[src/rtl/bcs_pkg.sv]
package bcs_pkg;

	// ----------------------------------------------------------------
	// timing
	// ----------------------------------------------------------------
	localparam int          CLK_PERIOD_NS = 10;
	localparam int          SS_STEP_NS    = 1000;     // one level step per microsecond
	localparam int          SS_STEP_CYC   = (SS_STEP_NS + CLK_PERIOD_NS - 1) / CLK_PERIOD_NS;
	localparam logic [11:0] SS_TOP        = 12'hEA6;  // 3750 steps of 0.4 mV is 1.5 V
	localparam int          HICCUP_NS     = 20480000; // 20.48 ms blanking
	localparam int          HICCUP_CYC    = HICCUP_NS / CLK_PERIOD_NS;
	localparam logic [3:0]  PB_FIRST_STEP = 4'h1;     // one eighth of a period
	localparam logic [3:0]  PB_LAST_STEP  = 4'h8;     // eight eighths
	localparam logic [4:0]  PB_LAST_PULSE = 5'h0F;    // sixteen pulses per step

	// ----------------------------------------------------------------
	// register map
	// ----------------------------------------------------------------
	localparam logic [7:0]  REG_CTRL      = 8'h00;
	localparam logic [7:0]  REG_STATUS    = 8'h04;
	localparam logic [7:0]  REG_IRQ_STAT  = 8'h08;
	localparam logic [7:0]  REG_IRQ_MASK  = 8'h0C;
	localparam logic [7:0]  REG_LEVEL     = 8'h10;
	localparam logic        CTRL_RST      = 1'h1;     // sequencing enabled after reset
	localparam logic [4:0]  MASK_RST      = 5'h00;
	localparam int          CTRL_EN_BIT   = 0;
	localparam int          IRQ_OC        = 0;
	localparam int          IRQ_OT        = 1;
	localparam int          IRQ_OV        = 2;
	localparam int          IRQ_UP        = 3;
	localparam int          IRQ_UV        = 4;
	localparam int          IRQ_W         = 5;
	localparam logic [1:0]  RESP_OKAY     = 2'h0;
	localparam logic [1:0]  RESP_SLVERR   = 2'h2;

	// ----------------------------------------------------------------
	// types
	// ----------------------------------------------------------------
	typedef enum logic [3:0] {
		ST_OFF    = 4'h1,
		ST_RAMP   = 4'h2,
		ST_RUN    = 4'h4,
		ST_HICCUP = 4'h8
	} bcs_state_t;

	// comparator and oscillator flags from the analog side
	typedef struct packed {
		logic vcc_ok;
		logic en_ok;
		logic oc;
		logic ov;
		logic ot;
		logic light_load;
		logic prebias;
		logic hs_pwm;
		logic sw_tick;
	} bcs_mon_t;

	typedef struct packed {
		logic [20:0] zero;
		logic [3:0]  step;
		logic        pb_wait;
		logic        pb_active;
		logic        por;
		bcs_state_t  state;
	} bcs_status_t;

endpackage

[src/rtl/bcs_sequencer.sv]
// The implementer's own choices: the register addresses and the AXI4-Lite register port.
`timescale 1ns/1ns

// Summary of operation
// drivers off unless supply and enable good
// power-on-ready starts the soft-start ramp
// turn on only above enable threshold
// enable below shutdown threshold turns drivers off
// pre-bias: low side off until first high pulse
// low-side duty starts at eighth, steps eighths
// sixteen pulses per step, eight steps
// soft-start level rises linearly to top
// fault protection active during the ramp
// bias low at light load, else high
// over-current hiccup blanks, then retries soft-start
// over-temperature stops switching, restarts when cool
// analog side supplies single-bit monitor flags
// pulses counted on tick; stepping restarts
module bcs_sequencer #(
	parameter int HICCUP_CYC = bcs_pkg::HICCUP_CYC
) (
	// clock, reset, enable
	input  wire logic              i_ref_clk,
	input  wire logic              i_rst_n,
	input  wire logic              i_clk_en,
	// analog monitor flags
	input  wire bcs_pkg::bcs_mon_t i_mon,
	// axi4-lite write
	input  wire logic              i_s_axi_awvalid,
	output logic                   o_s_axi_awready,
	input  wire logic [7:0]        i_s_axi_awaddr,
	input  wire logic              i_s_axi_wvalid,
	output logic                   o_s_axi_wready,
	input  wire logic [31:0]       i_s_axi_wdata,
	input  wire logic [3:0]        i_s_axi_wstrb,
	output logic                   o_s_axi_bvalid,
	input  wire logic              i_s_axi_bready,
	output logic [1:0]             o_s_axi_bresp,
	// axi4-lite read
	input  wire logic              i_s_axi_arvalid,
	output logic                   o_s_axi_arready,
	input  wire logic [7:0]        i_s_axi_araddr,
	output logic                   o_s_axi_rvalid,
	input  wire logic              i_s_axi_rready,
	output logic [31:0]            o_s_axi_rdata,
	output logic [1:0]             o_s_axi_rresp,
	// driver and bias commands
	output logic                   o_hs_on,
	output logic                   o_ls_on,
	output logic                   o_bias_high,
	output logic                   o_por_ready,
	output logic [11:0]            o_ss_level,
	output logic                   o_irq
);

	// ----------------------------------------------------------------
	// monitor inputs
	// ----------------------------------------------------------------
	bcs_pkg::bcs_mon_t   mon_f;
	bcs_pkg::bcs_state_t state_q;
	logic [11:0]         level_q;
	logic [7:0]          div_q;
	logic [23:0]         hic_q;
	logic [15:0]         phase_q;
	logic [15:0]         period_q;
	logic                tick_d_q;
	logic                ot_d_q;
	logic                ov_d_q;
	logic                pb_active_q;
	logic                pb_wait_q;
	logic [3:0]          step_q;
	logic [4:0]          pulse_q;
	logic                ctrl_en_q;
	logic [4:0]          irq_stat_q;
	logic [4:0]          irq_mask_q;
	logic                por_w;
	logic                active_w;
	logic                hic_done_w;
	logic                start_w;
	logic                tick_w;
	logic [19:0]         ls_prod_w;
	logic [15:0]         ls_lim_w;
	logic                ls_win_w;
	logic [4:0]          irq_ev_w;

	// comparator outputs are asynchronous to the soft-start clock
	bcs_pin_sync #(
		.W        ($bits(bcs_pkg::bcs_mon_t))
	) u_sync (
		.i_ref_clk(i_ref_clk),
		.i_rst_n  (i_rst_n),
		.i_clk_en (i_clk_en),
		.i_pin    (i_mon),
		.o_level  (mon_f)
	);

	// power-on-ready: supply, enable above threshold, not too hot
	assign por_w      = mon_f.vcc_ok && mon_f.en_ok && !mon_f.ot;
	assign active_w   = ((state_q == bcs_pkg::ST_RAMP) || (state_q == bcs_pkg::ST_RUN))
		&& por_w && !mon_f.oc;
	assign hic_done_w = (hic_q == 24'(HICCUP_CYC - 1));
	assign start_w    = por_w && (((state_q == bcs_pkg::ST_OFF) && ctrl_en_q)
		|| ((state_q == bcs_pkg::ST_HICCUP) && hic_done_w));
	assign tick_w     = mon_f.sw_tick && !tick_d_q;

	// ----------------------------------------------------------------
	// sequence state
	// ----------------------------------------------------------------
	// over-current wins over ramp completion so a short is never masked
	always_ff @(posedge i_ref_clk or negedge i_rst_n) begin
		if (!i_rst_n) begin
			state_q <= bcs_pkg::ST_OFF;
		end else if (i_clk_en) begin
			case (state_q)
				bcs_pkg::ST_OFF: begin
					if (start_w) begin
						state_q <= bcs_pkg::ST_RAMP;
					end
				end
				bcs_pkg::ST_RAMP, bcs_pkg::ST_RUN: begin
					if (!por_w) begin
						state_q <= bcs_pkg::ST_OFF;
					end else if (mon_f.oc) begin
						state_q <= bcs_pkg::ST_HICCUP;
					end else if (level_q == bcs_pkg::SS_TOP) begin
						state_q <= bcs_pkg::ST_RUN;
					end
				end
				bcs_pkg::ST_HICCUP: begin
					if (mon_f.ot) begin
						state_q <= bcs_pkg::ST_OFF;
					end else if (hic_done_w) begin
						state_q <= start_w ? bcs_pkg::ST_RAMP : bcs_pkg::ST_OFF;
					end
				end
				default: begin
					state_q <= bcs_pkg::ST_OFF;
				end
			endcase
		end
	end

	// hiccup blanking counter
	always_ff @(posedge i_ref_clk or negedge i_rst_n) begin
		if (!i_rst_n) begin
			hic_q <= 24'h000000;
		end else if (i_clk_en) begin
			hic_q <= (state_q == bcs_pkg::ST_HICCUP && !hic_done_w) ? hic_q + 24'h000001
				: 24'h000000;
		end
	end

	// ----------------------------------------------------------------
	// soft-start ramp
	// ----------------------------------------------------------------
	// level drops in the same edge a fault is seen, not one later
	always_ff @(posedge i_ref_clk or negedge i_rst_n) begin
		if (!i_rst_n) begin
			level_q <= 12'h000;
			div_q   <= 8'h00;
		end else if (i_clk_en) begin
			if (!active_w) begin
				level_q <= 12'h000;
				div_q   <= 8'h00;
			end else if (state_q == bcs_pkg::ST_RAMP) begin
				if (div_q == 8'(bcs_pkg::SS_STEP_CYC - 1)) begin
					div_q <= 8'h00;
					if (level_q != bcs_pkg::SS_TOP) begin
						level_q <= level_q + 12'h001;
					end
				end else begin
					div_q <= div_q + 8'h01;
				end
			end
		end
	end

	// ----------------------------------------------------------------
	// switching period and pre-bias stepping
	// ----------------------------------------------------------------
	// period measured from the oscillator tick; phase count saturates if ticks stop
	always_ff @(posedge i_ref_clk or negedge i_rst_n) begin
		if (!i_rst_n) begin
			tick_d_q <= 1'b0;
			phase_q  <= 16'h0000;
			period_q <= 16'h0000;
		end else if (i_clk_en) begin
			tick_d_q <= mon_f.sw_tick;
			if (tick_w) begin
				phase_q  <= 16'h0000;
				period_q <= phase_q + 16'h0001;
			end else if (phase_q != 16'hFFFF) begin
				phase_q <= phase_q + 16'h0001;
			end
		end
	end

	// step and pulse counters restart whenever the soft-start is reset
	always_ff @(posedge i_ref_clk or negedge i_rst_n) begin
		if (!i_rst_n) begin
			pb_active_q <= 1'b0;
			pb_wait_q   <= 1'b0;
			step_q      <= bcs_pkg::PB_FIRST_STEP;
			pulse_q     <= 5'h00;
		end else if (i_clk_en) begin
			if (start_w) begin
				pb_active_q <= mon_f.prebias;
				pb_wait_q   <= mon_f.prebias;
				step_q      <= bcs_pkg::PB_FIRST_STEP;
				pulse_q     <= 5'h00;
			end else if (!active_w) begin
				pb_active_q <= 1'b0;
				pb_wait_q   <= 1'b0;
				step_q      <= bcs_pkg::PB_FIRST_STEP;
				pulse_q     <= 5'h00;
			end else if (pb_wait_q) begin
				pb_wait_q <= !mon_f.hs_pwm;
			end else if (pb_active_q && tick_w) begin
				if (pulse_q == bcs_pkg::PB_LAST_PULSE) begin
					pulse_q <= 5'h00;
					if (step_q == bcs_pkg::PB_LAST_STEP) begin
						pb_active_q <= 1'b0;
					end else begin
						step_q <= step_q + 4'h1;
					end
				end else begin
					pulse_q <= pulse_q + 5'h01;
				end
			end
		end
	end

	// low-side window is step eighths of the measured period
	assign ls_prod_w = period_q * step_q;
	assign ls_lim_w  = ls_prod_w[18:3];
	// window closes the period, just before the next high pulse; phase_q
	// trails the tick by one cycle, hence the extra count
	assign ls_win_w  = (period_q != 16'h0000)
		&& (({1'b0, phase_q} + 17'h00001) >= {1'b0, period_q - ls_lim_w});

	// ----------------------------------------------------------------
	// driver and bias commands
	// ----------------------------------------------------------------
	// no dead time here; the gate drivers insert it
	always_ff @(posedge i_ref_clk or negedge i_rst_n) begin
		if (!i_rst_n) begin
			o_hs_on     <= 1'b0;
			o_ls_on     <= 1'b0;
			o_bias_high <= 1'b1;
			o_por_ready <= 1'b0;
		end else if (i_clk_en) begin
			o_hs_on     <= active_w && !mon_f.ov && mon_f.hs_pwm;
			o_ls_on     <= active_w && !pb_wait_q && !mon_f.hs_pwm
				&& (!pb_active_q || ls_win_w);
			o_bias_high <= !mon_f.light_load;
			o_por_ready <= por_w;
		end
	end
	assign o_ss_level = level_q;

	// ----------------------------------------------------------------
	// interrupts
	// ----------------------------------------------------------------
	assign irq_ev_w[bcs_pkg::IRQ_OC] = active_w == 1'b0 && mon_f.oc && por_w
		&& (state_q == bcs_pkg::ST_RAMP || state_q == bcs_pkg::ST_RUN);
	assign irq_ev_w[bcs_pkg::IRQ_OT] = mon_f.ot && !ot_d_q;
	assign irq_ev_w[bcs_pkg::IRQ_OV] = mon_f.ov && !ov_d_q;
	assign irq_ev_w[bcs_pkg::IRQ_UP] = (state_q == bcs_pkg::ST_RAMP) && active_w
		&& (level_q == bcs_pkg::SS_TOP);
	assign irq_ev_w[bcs_pkg::IRQ_UV] = o_por_ready && !por_w;

	// a new event in the clearing read's cycle stays set
	always_ff @(posedge i_ref_clk or negedge i_rst_n) begin
		if (!i_rst_n) begin
			ot_d_q     <= 1'b0;
			ov_d_q     <= 1'b0;
			irq_stat_q <= 5'h00;
			o_irq      <= 1'b0;
		end else if (i_clk_en) begin
			ot_d_q <= mon_f.ot;
			ov_d_q <= mon_f.ov;
			if (o_s_axi_arready && i_s_axi_arvalid && i_s_axi_araddr == bcs_pkg::REG_IRQ_STAT) begin
				irq_stat_q <= irq_ev_w;
			end else begin
				irq_stat_q <= irq_stat_q | irq_ev_w;
			end
			o_irq <= |(irq_stat_q & irq_mask_q);
		end
	end

	// ----------------------------------------------------------------
	// axi4-lite slave
	// ----------------------------------------------------------------
	logic        aw_have_q;
	logic        w_have_q;
	logic [7:0]  aw_addr_q;
	logic [31:0] w_data_q;
	logic        w_strb0_q;
	logic        wr_go_w;
	logic        wr_hit_w;

	assign o_s_axi_awready = i_clk_en && !aw_have_q && !o_s_axi_bvalid;
	assign o_s_axi_wready  = i_clk_en && !w_have_q && !o_s_axi_bvalid;
	assign o_s_axi_arready = i_clk_en && !o_s_axi_rvalid;
	assign wr_go_w         = aw_have_q && w_have_q && !o_s_axi_bvalid;
	assign wr_hit_w        = (aw_addr_q == bcs_pkg::REG_CTRL) || (aw_addr_q == bcs_pkg::REG_IRQ_MASK);

	// address and data are taken in either order, response after both
	always_ff @(posedge i_ref_clk or negedge i_rst_n) begin
		if (!i_rst_n) begin
			aw_have_q      <= 1'b0;
			w_have_q       <= 1'b0;
			aw_addr_q      <= 8'h00;
			w_data_q       <= 32'h00000000;
			w_strb0_q      <= 1'b0;
			o_s_axi_bvalid <= 1'b0;
			o_s_axi_bresp  <= bcs_pkg::RESP_OKAY;
			ctrl_en_q      <= bcs_pkg::CTRL_RST;
			irq_mask_q     <= bcs_pkg::MASK_RST;
		end else if (i_clk_en) begin
			if (o_s_axi_awready && i_s_axi_awvalid) begin
				aw_have_q <= 1'b1;
				aw_addr_q <= i_s_axi_awaddr;
			end
			if (o_s_axi_wready && i_s_axi_wvalid) begin
				w_have_q  <= 1'b1;
				w_data_q  <= i_s_axi_wdata;
				w_strb0_q <= i_s_axi_wstrb[0];
			end
			if (wr_go_w) begin
				aw_have_q      <= 1'b0;
				w_have_q       <= 1'b0;
				o_s_axi_bvalid <= 1'b1;
				o_s_axi_bresp  <= wr_hit_w ? bcs_pkg::RESP_OKAY : bcs_pkg::RESP_SLVERR;
				if (w_strb0_q && aw_addr_q == bcs_pkg::REG_CTRL) begin
					ctrl_en_q <= w_data_q[bcs_pkg::CTRL_EN_BIT];
				end
				if (w_strb0_q && aw_addr_q == bcs_pkg::REG_IRQ_MASK) begin
					irq_mask_q <= w_data_q[bcs_pkg::IRQ_W-1:0];
				end
			end else if (o_s_axi_bvalid && i_s_axi_bready) begin
				o_s_axi_bvalid <= 1'b0;
			end
		end
	end

	// read data captured at the address handshake
	always_ff @(posedge i_ref_clk or negedge i_rst_n) begin
		if (!i_rst_n) begin
			o_s_axi_rvalid <= 1'b0;
			o_s_axi_rdata  <= 32'h00000000;
			o_s_axi_rresp  <= bcs_pkg::RESP_OKAY;
		end else if (i_clk_en) begin
			if (o_s_axi_arready && i_s_axi_arvalid) begin
				o_s_axi_rvalid <= 1'b1;
				o_s_axi_rresp  <= bcs_pkg::RESP_OKAY;
				case (i_s_axi_araddr)
					bcs_pkg::REG_CTRL:     o_s_axi_rdata <= {31'h00000000, ctrl_en_q};
					bcs_pkg::REG_STATUS:   o_s_axi_rdata <= {21'h000000, step_q, pb_wait_q,
						pb_active_q, o_por_ready, state_q};
					bcs_pkg::REG_IRQ_STAT: o_s_axi_rdata <= {27'h0000000, irq_stat_q};
					bcs_pkg::REG_IRQ_MASK: o_s_axi_rdata <= {27'h0000000, irq_mask_q};
					bcs_pkg::REG_LEVEL:    o_s_axi_rdata <= {20'h00000, level_q};
					default: begin
						o_s_axi_rdata <= 32'h00000000;
						o_s_axi_rresp <= bcs_pkg::RESP_SLVERR;
					end
				endcase
			end else if (o_s_axi_rvalid && i_s_axi_rready) begin
				o_s_axi_rvalid <= 1'b0;
			end
		end
	end
endmodule // bcs_sequencer

[src/rtl/bcs_pin_sync.sv]
`timescale 1ns/1ns

// three-stage pin synchroniser with agreement filter
module bcs_pin_sync #(
	parameter int W = 9
) (
	// clock and reset
	input  wire logic         i_ref_clk,
	input  wire logic         i_rst_n,
	input  wire logic         i_clk_en,
	// pins and filtered levels
	input  wire logic [W-1:0] i_pin,
	output logic      [W-1:0] o_level
);

	// ----------------------------------------------------------------
	// per bit stages
	// ----------------------------------------------------------------
	genvar g;
	generate
		for (g = 0; g < W; g++) begin : g_bit
			logic s1_q;
			logic s2_q;
			logic s3_q;
			logic lvl_q;
			// first stage only feeds the second, to keep metastability contained
			always_ff @(posedge i_ref_clk or negedge i_rst_n) begin
				if (!i_rst_n) begin
					s1_q  <= 1'b0;
					s2_q  <= 1'b0;
					s3_q  <= 1'b0;
					lvl_q <= 1'b0;
				end else if (i_clk_en) begin
					s1_q <= i_pin[g];
					s2_q <= s1_q;
					s3_q <= s2_q;
					if (s2_q == s3_q) begin
						lvl_q <= s3_q;
					end
				end
			end
			assign o_level[g] = lvl_q;
		end
	endgenerate

endmodule // bcs_pin_sync

[config.mk]
export PLATFORM = sky130hd
export DESIGN_NAME = bcs_sequencer
export DESIGN_NICKNAME = d
export VERILOG_FILES = /design/src/rtl/bcs_pkg.sv /design/src/rtl/bcs_sequencer.sv /design/src/rtl/bcs_pin_sync.sv
export SDC_FILE = /design/constraint.sdc
export NUM_CORES = 1
export LEC_CHECK = 0
export BUFFER_PORTS_ARGS = -buffer_cell sky130_fd_sc_hd__buf_2
export CAP_MARGIN = 10
export CORE_MARGIN = 3
export CORE_UTILIZATION = 40
export CTS_CLUSTER_SIZE = 30
export DETAILED_ROUTE_END_ITERATION = 12
export SLEW_MARGIN = 20
export SYNTH_ARGS = -nofsm -noshare
export SYNTH_HDL_FRONTEND = slang
export SYNTH_HIERARCHICAL = 1
export SYNTH_SLANG_ARGS = --single-unit
[constraint.sdc]
create_clock -name i_ref_clk -period 6.1 [get_ports i_ref_clk]
set_input_delay 0.61 -clock i_ref_clk [delete_from_list [all_inputs] [get_ports i_ref_clk]]
set_output_delay 0.61 -clock i_ref_clk [all_outputs]
set_load 0.05 [all_outputs]
==> impl_summary.txt, run 1 <==
----------------------------------------------------
[Outcome]
  Run status ... finished, final reports clean

[Drt]
  Pre-antenna DRT Iters ... 5
  Post-detailed-route count of antenna-violating nets ... 0
  Total Routed Length ... roughly 24000 µm
  Drt wl/cell ... between 10 and 15 µm
  Remaining routing DRC violations ... 0
  Detailed-route via count ... 8260
  Via density per instance ... a little over 5
  Initial DRC count ... 438

[Logic synthesis]
  Post-synth design cell area ... 11300 µm²
  Count of cell types in the netlist ... 75
  Share of the yosys chip area belonging to registers ... between 30% and 40%
  Main synth FF type ... dfrtp_1
  Average footprint of a synthesized cell ... between 9 and 10 µm²
  Post-synth ARST share ... 100%
  Register bit total from synthesis ... approximately 180
  Yosys warnings ... 6
  Post-Syn Instances ... 1169
  Number of enable-type register cells in the synthesized netlist ... 0

[Floorplan]
  Core region area ... 27900 µm²
  Effective utilization at floorplan ... slightly above 40%
  IO Count ... between 100 and 150
  Die extent in x ... ~170 µm
  Die span in y ... between 150 and 200 µm
  Core Rows ... a little over 60
  Die Area ... slightly above 30000 µm²

[CTS]
  CTS buffer count ... 17
  Level count of the clock H-tree ... 4
  Post-CTS clock slew at the launch and capture registers of the worst setup and hold paths ... 0.09 ns
  CTS tree ... built
  Maximum root-to-sink buffer count ... 2
  Sinks on Clock Net ... ~180
  Clock latency reported for the late side of the worst-skew pair ... 0.44 ns
  Cell at the root of the clock tree ... clkbuf_16

[Cells and area]
  Area growth from synthesis to final layout ... 11.5%
  Fin cells ... between 1500 and 2000
  Leading cell type in the layout, fill and taps excluded ... dfrtp_1
  Commonest cells after routing, fill and taps aside ... dfrtp_1, nand2_1, nor2_1, buf_2, o21ai_0
  Post-layout util ... 45.4%
  Share of final-layout standard cells stronger than drive strength 1 ... between 10% and 20%
  ANT cells ... 0
  Number of nets in the layout ... around 1400

[Global route]
  First-pass GRT wire length ... 40200 µm
  Number of antenna violations at the first check in global routing ... 0
  Total global routing overflow ... 0
  Number of global-route vias before repair ... slightly above 8000
  GRT Total Usage ... 15.8%
  Pin count of the biggest net entering global routing ... 76

[Placed design]
  HPWL Detailed ... 17400 µm
  Number of placed instances, taps included ... between 1500 and 2000
  Weighted congestion at the end of routability-driven global placement ... between 0.7 and 0.8
  Quantity of I/O buffers inserted on ports ... 74
  Post-placement worst setup slack ... between 0.15 and 0.2 ns

[Timing]
  Endpoints failing hold ... 0
  Setup clock skew after layout ... between 0.015 and 0.02 ns
  Fmax ... between 150 and 200 MHz
  Final Max Slew Viols ... 0
  Worst relative slew slack ... 28.6%
  Final setup fails ... 0
  Worst-Margin Slew ... ~1.1 ns
  Final Worst Setup Slack ... roughly 0.44 ns
  Final worst-path cycle share ... 92.8%
  Final worst path period need ... between 5 and 6 ns
  Final-layout worst hold slack ... just under 0.05 ns

[Worst setup path]
  Worst EP arrival ... around 6.0 ns
  Origin of the worst setup path ... step_q[3]
  Max Fanout on Critical Path ... 5
  Crit. End Element ... flop
  Crit Reg-Reg Startpoint ... step_q[3]
  Required time of the worst setup path ... about 6.4 ns
  Category of the worst setup path launch point ... flop
  Category of the most critical setup path ... reg2reg

[Pwr]
  Maximum ir drop on the vdd rail ... 0.182 mV
  Power density over cell area ... ~310 nW/µm²
  Pleak ... 6.06 nW
  Post-layout total power ... 0.00391 W

[Flow run]
  Max_cap viols ... 0

[Hold path]
  HP Class ... in2async

----------------------------------------------------
==> report_power, final <==
part           total (W)  leakage, nW  internal, W  switching [W]
Sequential       0.00153         2.29      0.00136       0.000164
Clock            0.00115        0.307     0.000575       0.000571
Combinational    0.00123         3.47     0.000539       0.000694
==> logic make-up after synthesis <==
| kind of cell | Yosys count | synth area share, % |
|---|---|---|
| and+or+nand+nor | 436 | 19.6 |
| AOI/OAI and AO/OA | 204 | 11.7 |
| DFF | 178 | 39.3 |
| buffers and inverters | 121 | 5.50 |
| adders and majority gates | 88 | 11.6 |
| xor gates and xnor gates | 77 | 5.94 |
| muxes | 64 | 6.33 |
| other | 1 | 0.0331 |
==> through the flow <==
stage	setup TNS, ns	area [µm²]
after CTS	0	12600
after detailed placement	0	12000
final	0	12700
after global routing	-0.00414	12700
after floorplan	0	11400
after global placement	0	12000
==> final timing paths <==
check	cells after the start	slack, ns	end
min	1	0.05	aw_addr_q[1]
min in group i_ref_clk	2	0.39	u_sync/g_bit[8].s1_q
max in group asynchronous	2	4.66	period_q[0]
min reg2reg	1	0.46	irq_stat_q[2]
max reg2reg	26	0.44	o_ls_on
max	26	0.44	o_ls_on
==> cells in the mapped netlist, drive strengths merged, types with 31 or more instances <==
| library cell | n | share of area (%) |
|---|---|---|
| a21oi | 33 | 1.5 |
| o21ai | 75 | 3.3 |
| buf | 45 | 3.0 |
| inv | 57 | 1.9 |
| and2 | 58 | 3.2 |
| mux2 | 59 | 5.9 |
| dfrtp | 174 | 38 |
| ha | 59 | 6.5 |
| xor2 | 57 | 4.4 |
| nand2 | 122 | 4.1 |
| nor2 | 104 | 3.4 |
| nand3 | 31 | 1.4 |
==> layout make-up <==
type / count / area [µm²]
timing repair buffer: 90 / 497
clock inverter: 15 / 215
fill: 2684 / 15200
sequential: 178 / 4460
clock buffer: 17 / 425
inverter: 57 / 214
tap: 378 / 473
multi-input combinational: 891 / 6370
==> metal layers <==
layer / up-vias / share of wire, % / wire length (µm) / GRT usage [%]
met2: 103 / 46 / 10800 / 25.4
met3: 15 / 2.5 / 588 / 2.53
met5: - / 0 / 0 / 0
met4: 0 / 0.77 / 182 / 3.28
met1: 4028 / 51 / 12000 / 22.8
li1: 4114 / - / - / -
==> what timing repair did <==
item                       in CTS  in global routing
buffers inserted                0                  0
hold buffers                    0                  0
setup endpoints to repair       0                  1
gates resized for setup         0                 11
==> sequential cells by signal, summed over array words and instances (netlist names), 4 cells and up <==
name                flops
irq_mask_q              5
phase_q                16
w_data_q                5
period_q               16
div_q                   8
u_sync/g_bit.lvl_q      9
o_ss_level             12
irq_stat_q              5
u_sync/g_bit.s1_q       9
step_q                  4
u_sync/g_bit.s3_q       9
o_s_axi_rdata          12
state_q                 4
u_sync/g_bit.s2_q       9
aw_addr_q               8
hic_q                  24
pulse_q                 5
==> critical path, stage by stage, from the launching register on <==
cell and delay, ns:
dfrtp_1 0.42, nand2_1 0.10, fa_1 0.54, inv_1 0.06, fa_1 0.53, fa_1 0.51, a211oi_2 0.24, o21ai_0 0.12
o21a_1 0.17, a21oi_2 0.20, o21bai_1 0.09, a21oi_1 0.18, xor2_1 0.18, ha_1 0.29, a21oi_1 0.15, o21ai_1 0.12
nor2_2 0.18, o21ai_0 0.15, a311oi_1 0.34, ha_1 0.32, nand4_1 0.08, nor2_1 0.05, a21oi_1 0.17, nand2_1 0.07
and3_1 0.16, o21ai_0 0.08, nand2_1 0.07
Power figures use the tool's default switching activity.
==> inputs of run 2 (changes only) <==
--- a/config.mk
+++ b/config.mk
@@ -11,8 +11,10 @@
 export CORE_UTILIZATION = 40
 export CTS_CLUSTER_SIZE = 30
 export DETAILED_ROUTE_END_ITERATION = 12
+export GPL_ROUTABILITY_DRIVEN = 0
 export SLEW_MARGIN = 20
 export SYNTH_ARGS = -nofsm -noshare
 export SYNTH_HDL_FRONTEND = slang
 export SYNTH_HIERARCHICAL = 1
 export SYNTH_SLANG_ARGS = --single-unit
+export TNS_END_PERCENT = 20
==> constraint.sdc (replaced) <==
create_clock -name i_ref_clk -period 6.5 [get_ports i_ref_clk]
set_input_delay 0.65 -clock i_ref_clk [delete_from_list [all_inputs] [get_ports i_ref_clk]]
set_output_delay 0.65 -clock i_ref_clk [all_outputs]
set_load 0.05 [all_outputs]
==> impl_summary.txt, run 2 (synthesized netlist as in run 1, its figures left out) <==
----------------------------------------------------
[Cells and area]
  Largest register by flop count ... hic_q
  Regs by FF count ... hic_q x24, period_q x16, phase_q x16
  Commonest cells after routing, fill and taps aside ... dfrtp_1, nand2_1, nor2_1, buf_2, o21ai_0
  ANT cells ... 0
  Leading cell type in the layout, fill and taps excluded ... dfrtp_1
  Filler Cells Inserted ... between 2000 and 3000
  Fin cells ... approximately 1600
  Area of combinational cells with multiple inputs ... between 6000 and 7000 µm²
  Share of final-layout standard cells stronger than drive strength 1 ... between 10% and 20%
  Number of nets in the layout ... around 1400
  Seq. cell area ... approximately 4500 µm²
  Flip-flop count of the largest register after layout ... 24
  Area growth from synthesis to final layout ... 10.9%

[Global route]
  Total global routing overflow ... 0
  Pin count of the biggest net entering global routing ... approximately 110
  Met2 Usage GRT ... 25.2%
  GRT Total Usage ... 16.3%
  Grt met1 use ... 23.9%
  First-pass GRT wire length ... 41100 µm
  Met3 demand-to-capacity share in global routing ... under 10%
  Number of antenna violations at the first check in global routing ... 0
  Number of global-route vias before repair ... 8208
  Layer with the highest usage ... met2

[Worst setup path]
  Cell class contributing the biggest share of worst-path delay ... compound AO/OA/AOI/OAI gates
  Category of the most critical setup path ... reg2reg
  Delay of the slowest cell on the worst path ... 0.54 ns
  Required time of the worst setup path ... 6.80 ns
  Crit Reg-Reg Startpoint ... step_q[3]
  Setup slack of the worst register-to-register path ... 0.60 ns
  Worst r2r dst ... o_ls_on
  Crit. End Element ... flop
  Category of the worst setup path launch point ... flop
  Bufs and invs on worst path ... 3
  Slowest stage cell, crit path ... fa_1
  Worst EP arrival ... just over 6 ns
  Max Fanout on Critical Path ... 14
  Cells on worst reg2reg path ... 29

[CTS]
  Post-CTS clock slew at the launch and capture registers of the worst setup and hold paths ... 0.09 ns
  Level count of the clock H-tree ... 4
  CTS tree ... built
  Clock latency reported for the late side of the worst-skew pair ... between 0.4 and 0.5 ns
  CTS buffer count ... 17
  Maximum root-to-sink buffer count ... 2
  Cell at the root of the clock tree ... clkbuf_16
  Hold buffer count at CTS ... 0
  Sinks on Clock Net ... about 180

[Floorplan]
  IO Count ... 127
  Core Rows ... about 60
  Core region area ... between 20000 and 30000 µm²
  Die span in y ... 174 µm
  Die Area ... 30400 µm²
  Die extent in x ... roughly 170 µm
  Effective utilization at floorplan ... 40.7%

[Timing]
  Fmax ... about 170 MHz
  Worst-Margin Slew ... about 1.1 ns
  RSZ-0062 raised after global routing ... false
  Endpoints failing hold ... 0
  Final setup fails ... 0
  Final worst-path cycle share ... between 90% and 100%
  Final-layout worst hold slack ... 0.321 ns
  Setup clock skew after layout ... 0.0227 ns
  Final worst path period need ... 5.90 ns
  Final Max Slew Viols ... 0
  Setup TNS after final layout ... 0 ns
  Worst relative slew slack ... between 20% and 30%

[Placed design]
  Number of placed instances, taps included ... roughly 1600
  Quantity of I/O buffers inserted on ports ... 74
  HPWL Detailed ... 17300 µm

[Drt]
  Initial DRC count ... ~550
  Drt wl/cell ... ~15 µm
  Pre-antenna DRT Iters ... 8
  Post-detailed-route count of antenna-violating nets ... 0
  Via density per instance ... just over 5
  Remaining routing DRC violations ... 0
  Total Routed Length ... ~24000 µm
  Detailed-route via count ... just over 8000

[Pwr]
  Post-layout total power ... between 0.003 and 0.004 W
  Power density over cell area ... about 290 nW/µm²
  Pleak ... ~6 nW
  Maximum ir drop on the vdd rail ... about 0.20 mV

[Flow run]
  Max_cap viols ... 0

[Outcome]
  Run status ... finished, final reports clean

[Hold path]
  HP Class ... in2async

----------------------------------------------------
==> run 2: cell count changes in the layout (fill, tap and decap cells not counted), sizes merged <==
| cell | before | now |
|---|---|---|
| buf | 90 | 81 |
==> run 2: worst max-delay path by stage <==
stage	start	end	slack [ns]	cells after the start
floorplan	step_q[3]	o_ls_on	0.82	28
global placement	step_q[3]	o_ls_on	0.55	28
detailed placement	step_q[3]	o_ls_on	0.42	29
CTS	step_q[3]	o_ls_on	0.38	29
global route	step_q[3]	o_ls_on	0.03	25
finish	step_q[3]	o_ls_on	0.60	29
==> run 2: power by group <==
part / total, W / internal [W] / switching [W] / leakage (nW)
clock: 0.00108 / 0.000540 / 0.000538 / 0.307
combinational: 0.00115 / 0.000500 / 0.000647 / 3.42
sequential: 0.00144 / 0.00128 / 0.000159 / 2.29
total: 0.00366 / 0.00232 / 0.00134 / 6.02
==> run 2: per-stage QoR <==
stage | utilization [%] | area [µm²] | worst slack [ns]
6_report | 45.2 | 12600 | 0.600
3_3_place_gp | 42.8 | 11900 | 0.547
5_1_grt | 45.2 | 12600 | 0.0328
3_5_place_dp | 42.8 | 11900 | 0.419
2_1_floorplan | - | 11400 | 0.821
4_1_cts | 45.1 | 12600 | 0.383
==> run 2: cell type report <==
| cell class | instances | area share, % |
|---|---|---|
| clock buffers | 17 | 3.38 |
| clock inverters | 15 | 1.71 |
| inverters | 57 | 1.70 |
| multi-input cells | 891 | 50.6 |
| flip-flops and latches | 178 | 35.5 |
| well taps | 378 | 3.76 |
| repair buffers | 81 | 3.41 |
==> run 2: what timing repair did <==
| item | in CTS | in global routing |
|---|---|---|
| setup buffers | 0 | 0 |
| gates resized for setup | 0 | 8 |
| endpoints found under the setup margin | 0 | 1 |
==> run 2: layer usage <==
metal  wire (µm)  part of all wire, %  up-vias
met5           0                    0        -
met2       10700                   45      113
met3         812                  3.4       18
met1       11800                   50     4002
li1            -                    -     4098
met4         295                  1.2        0
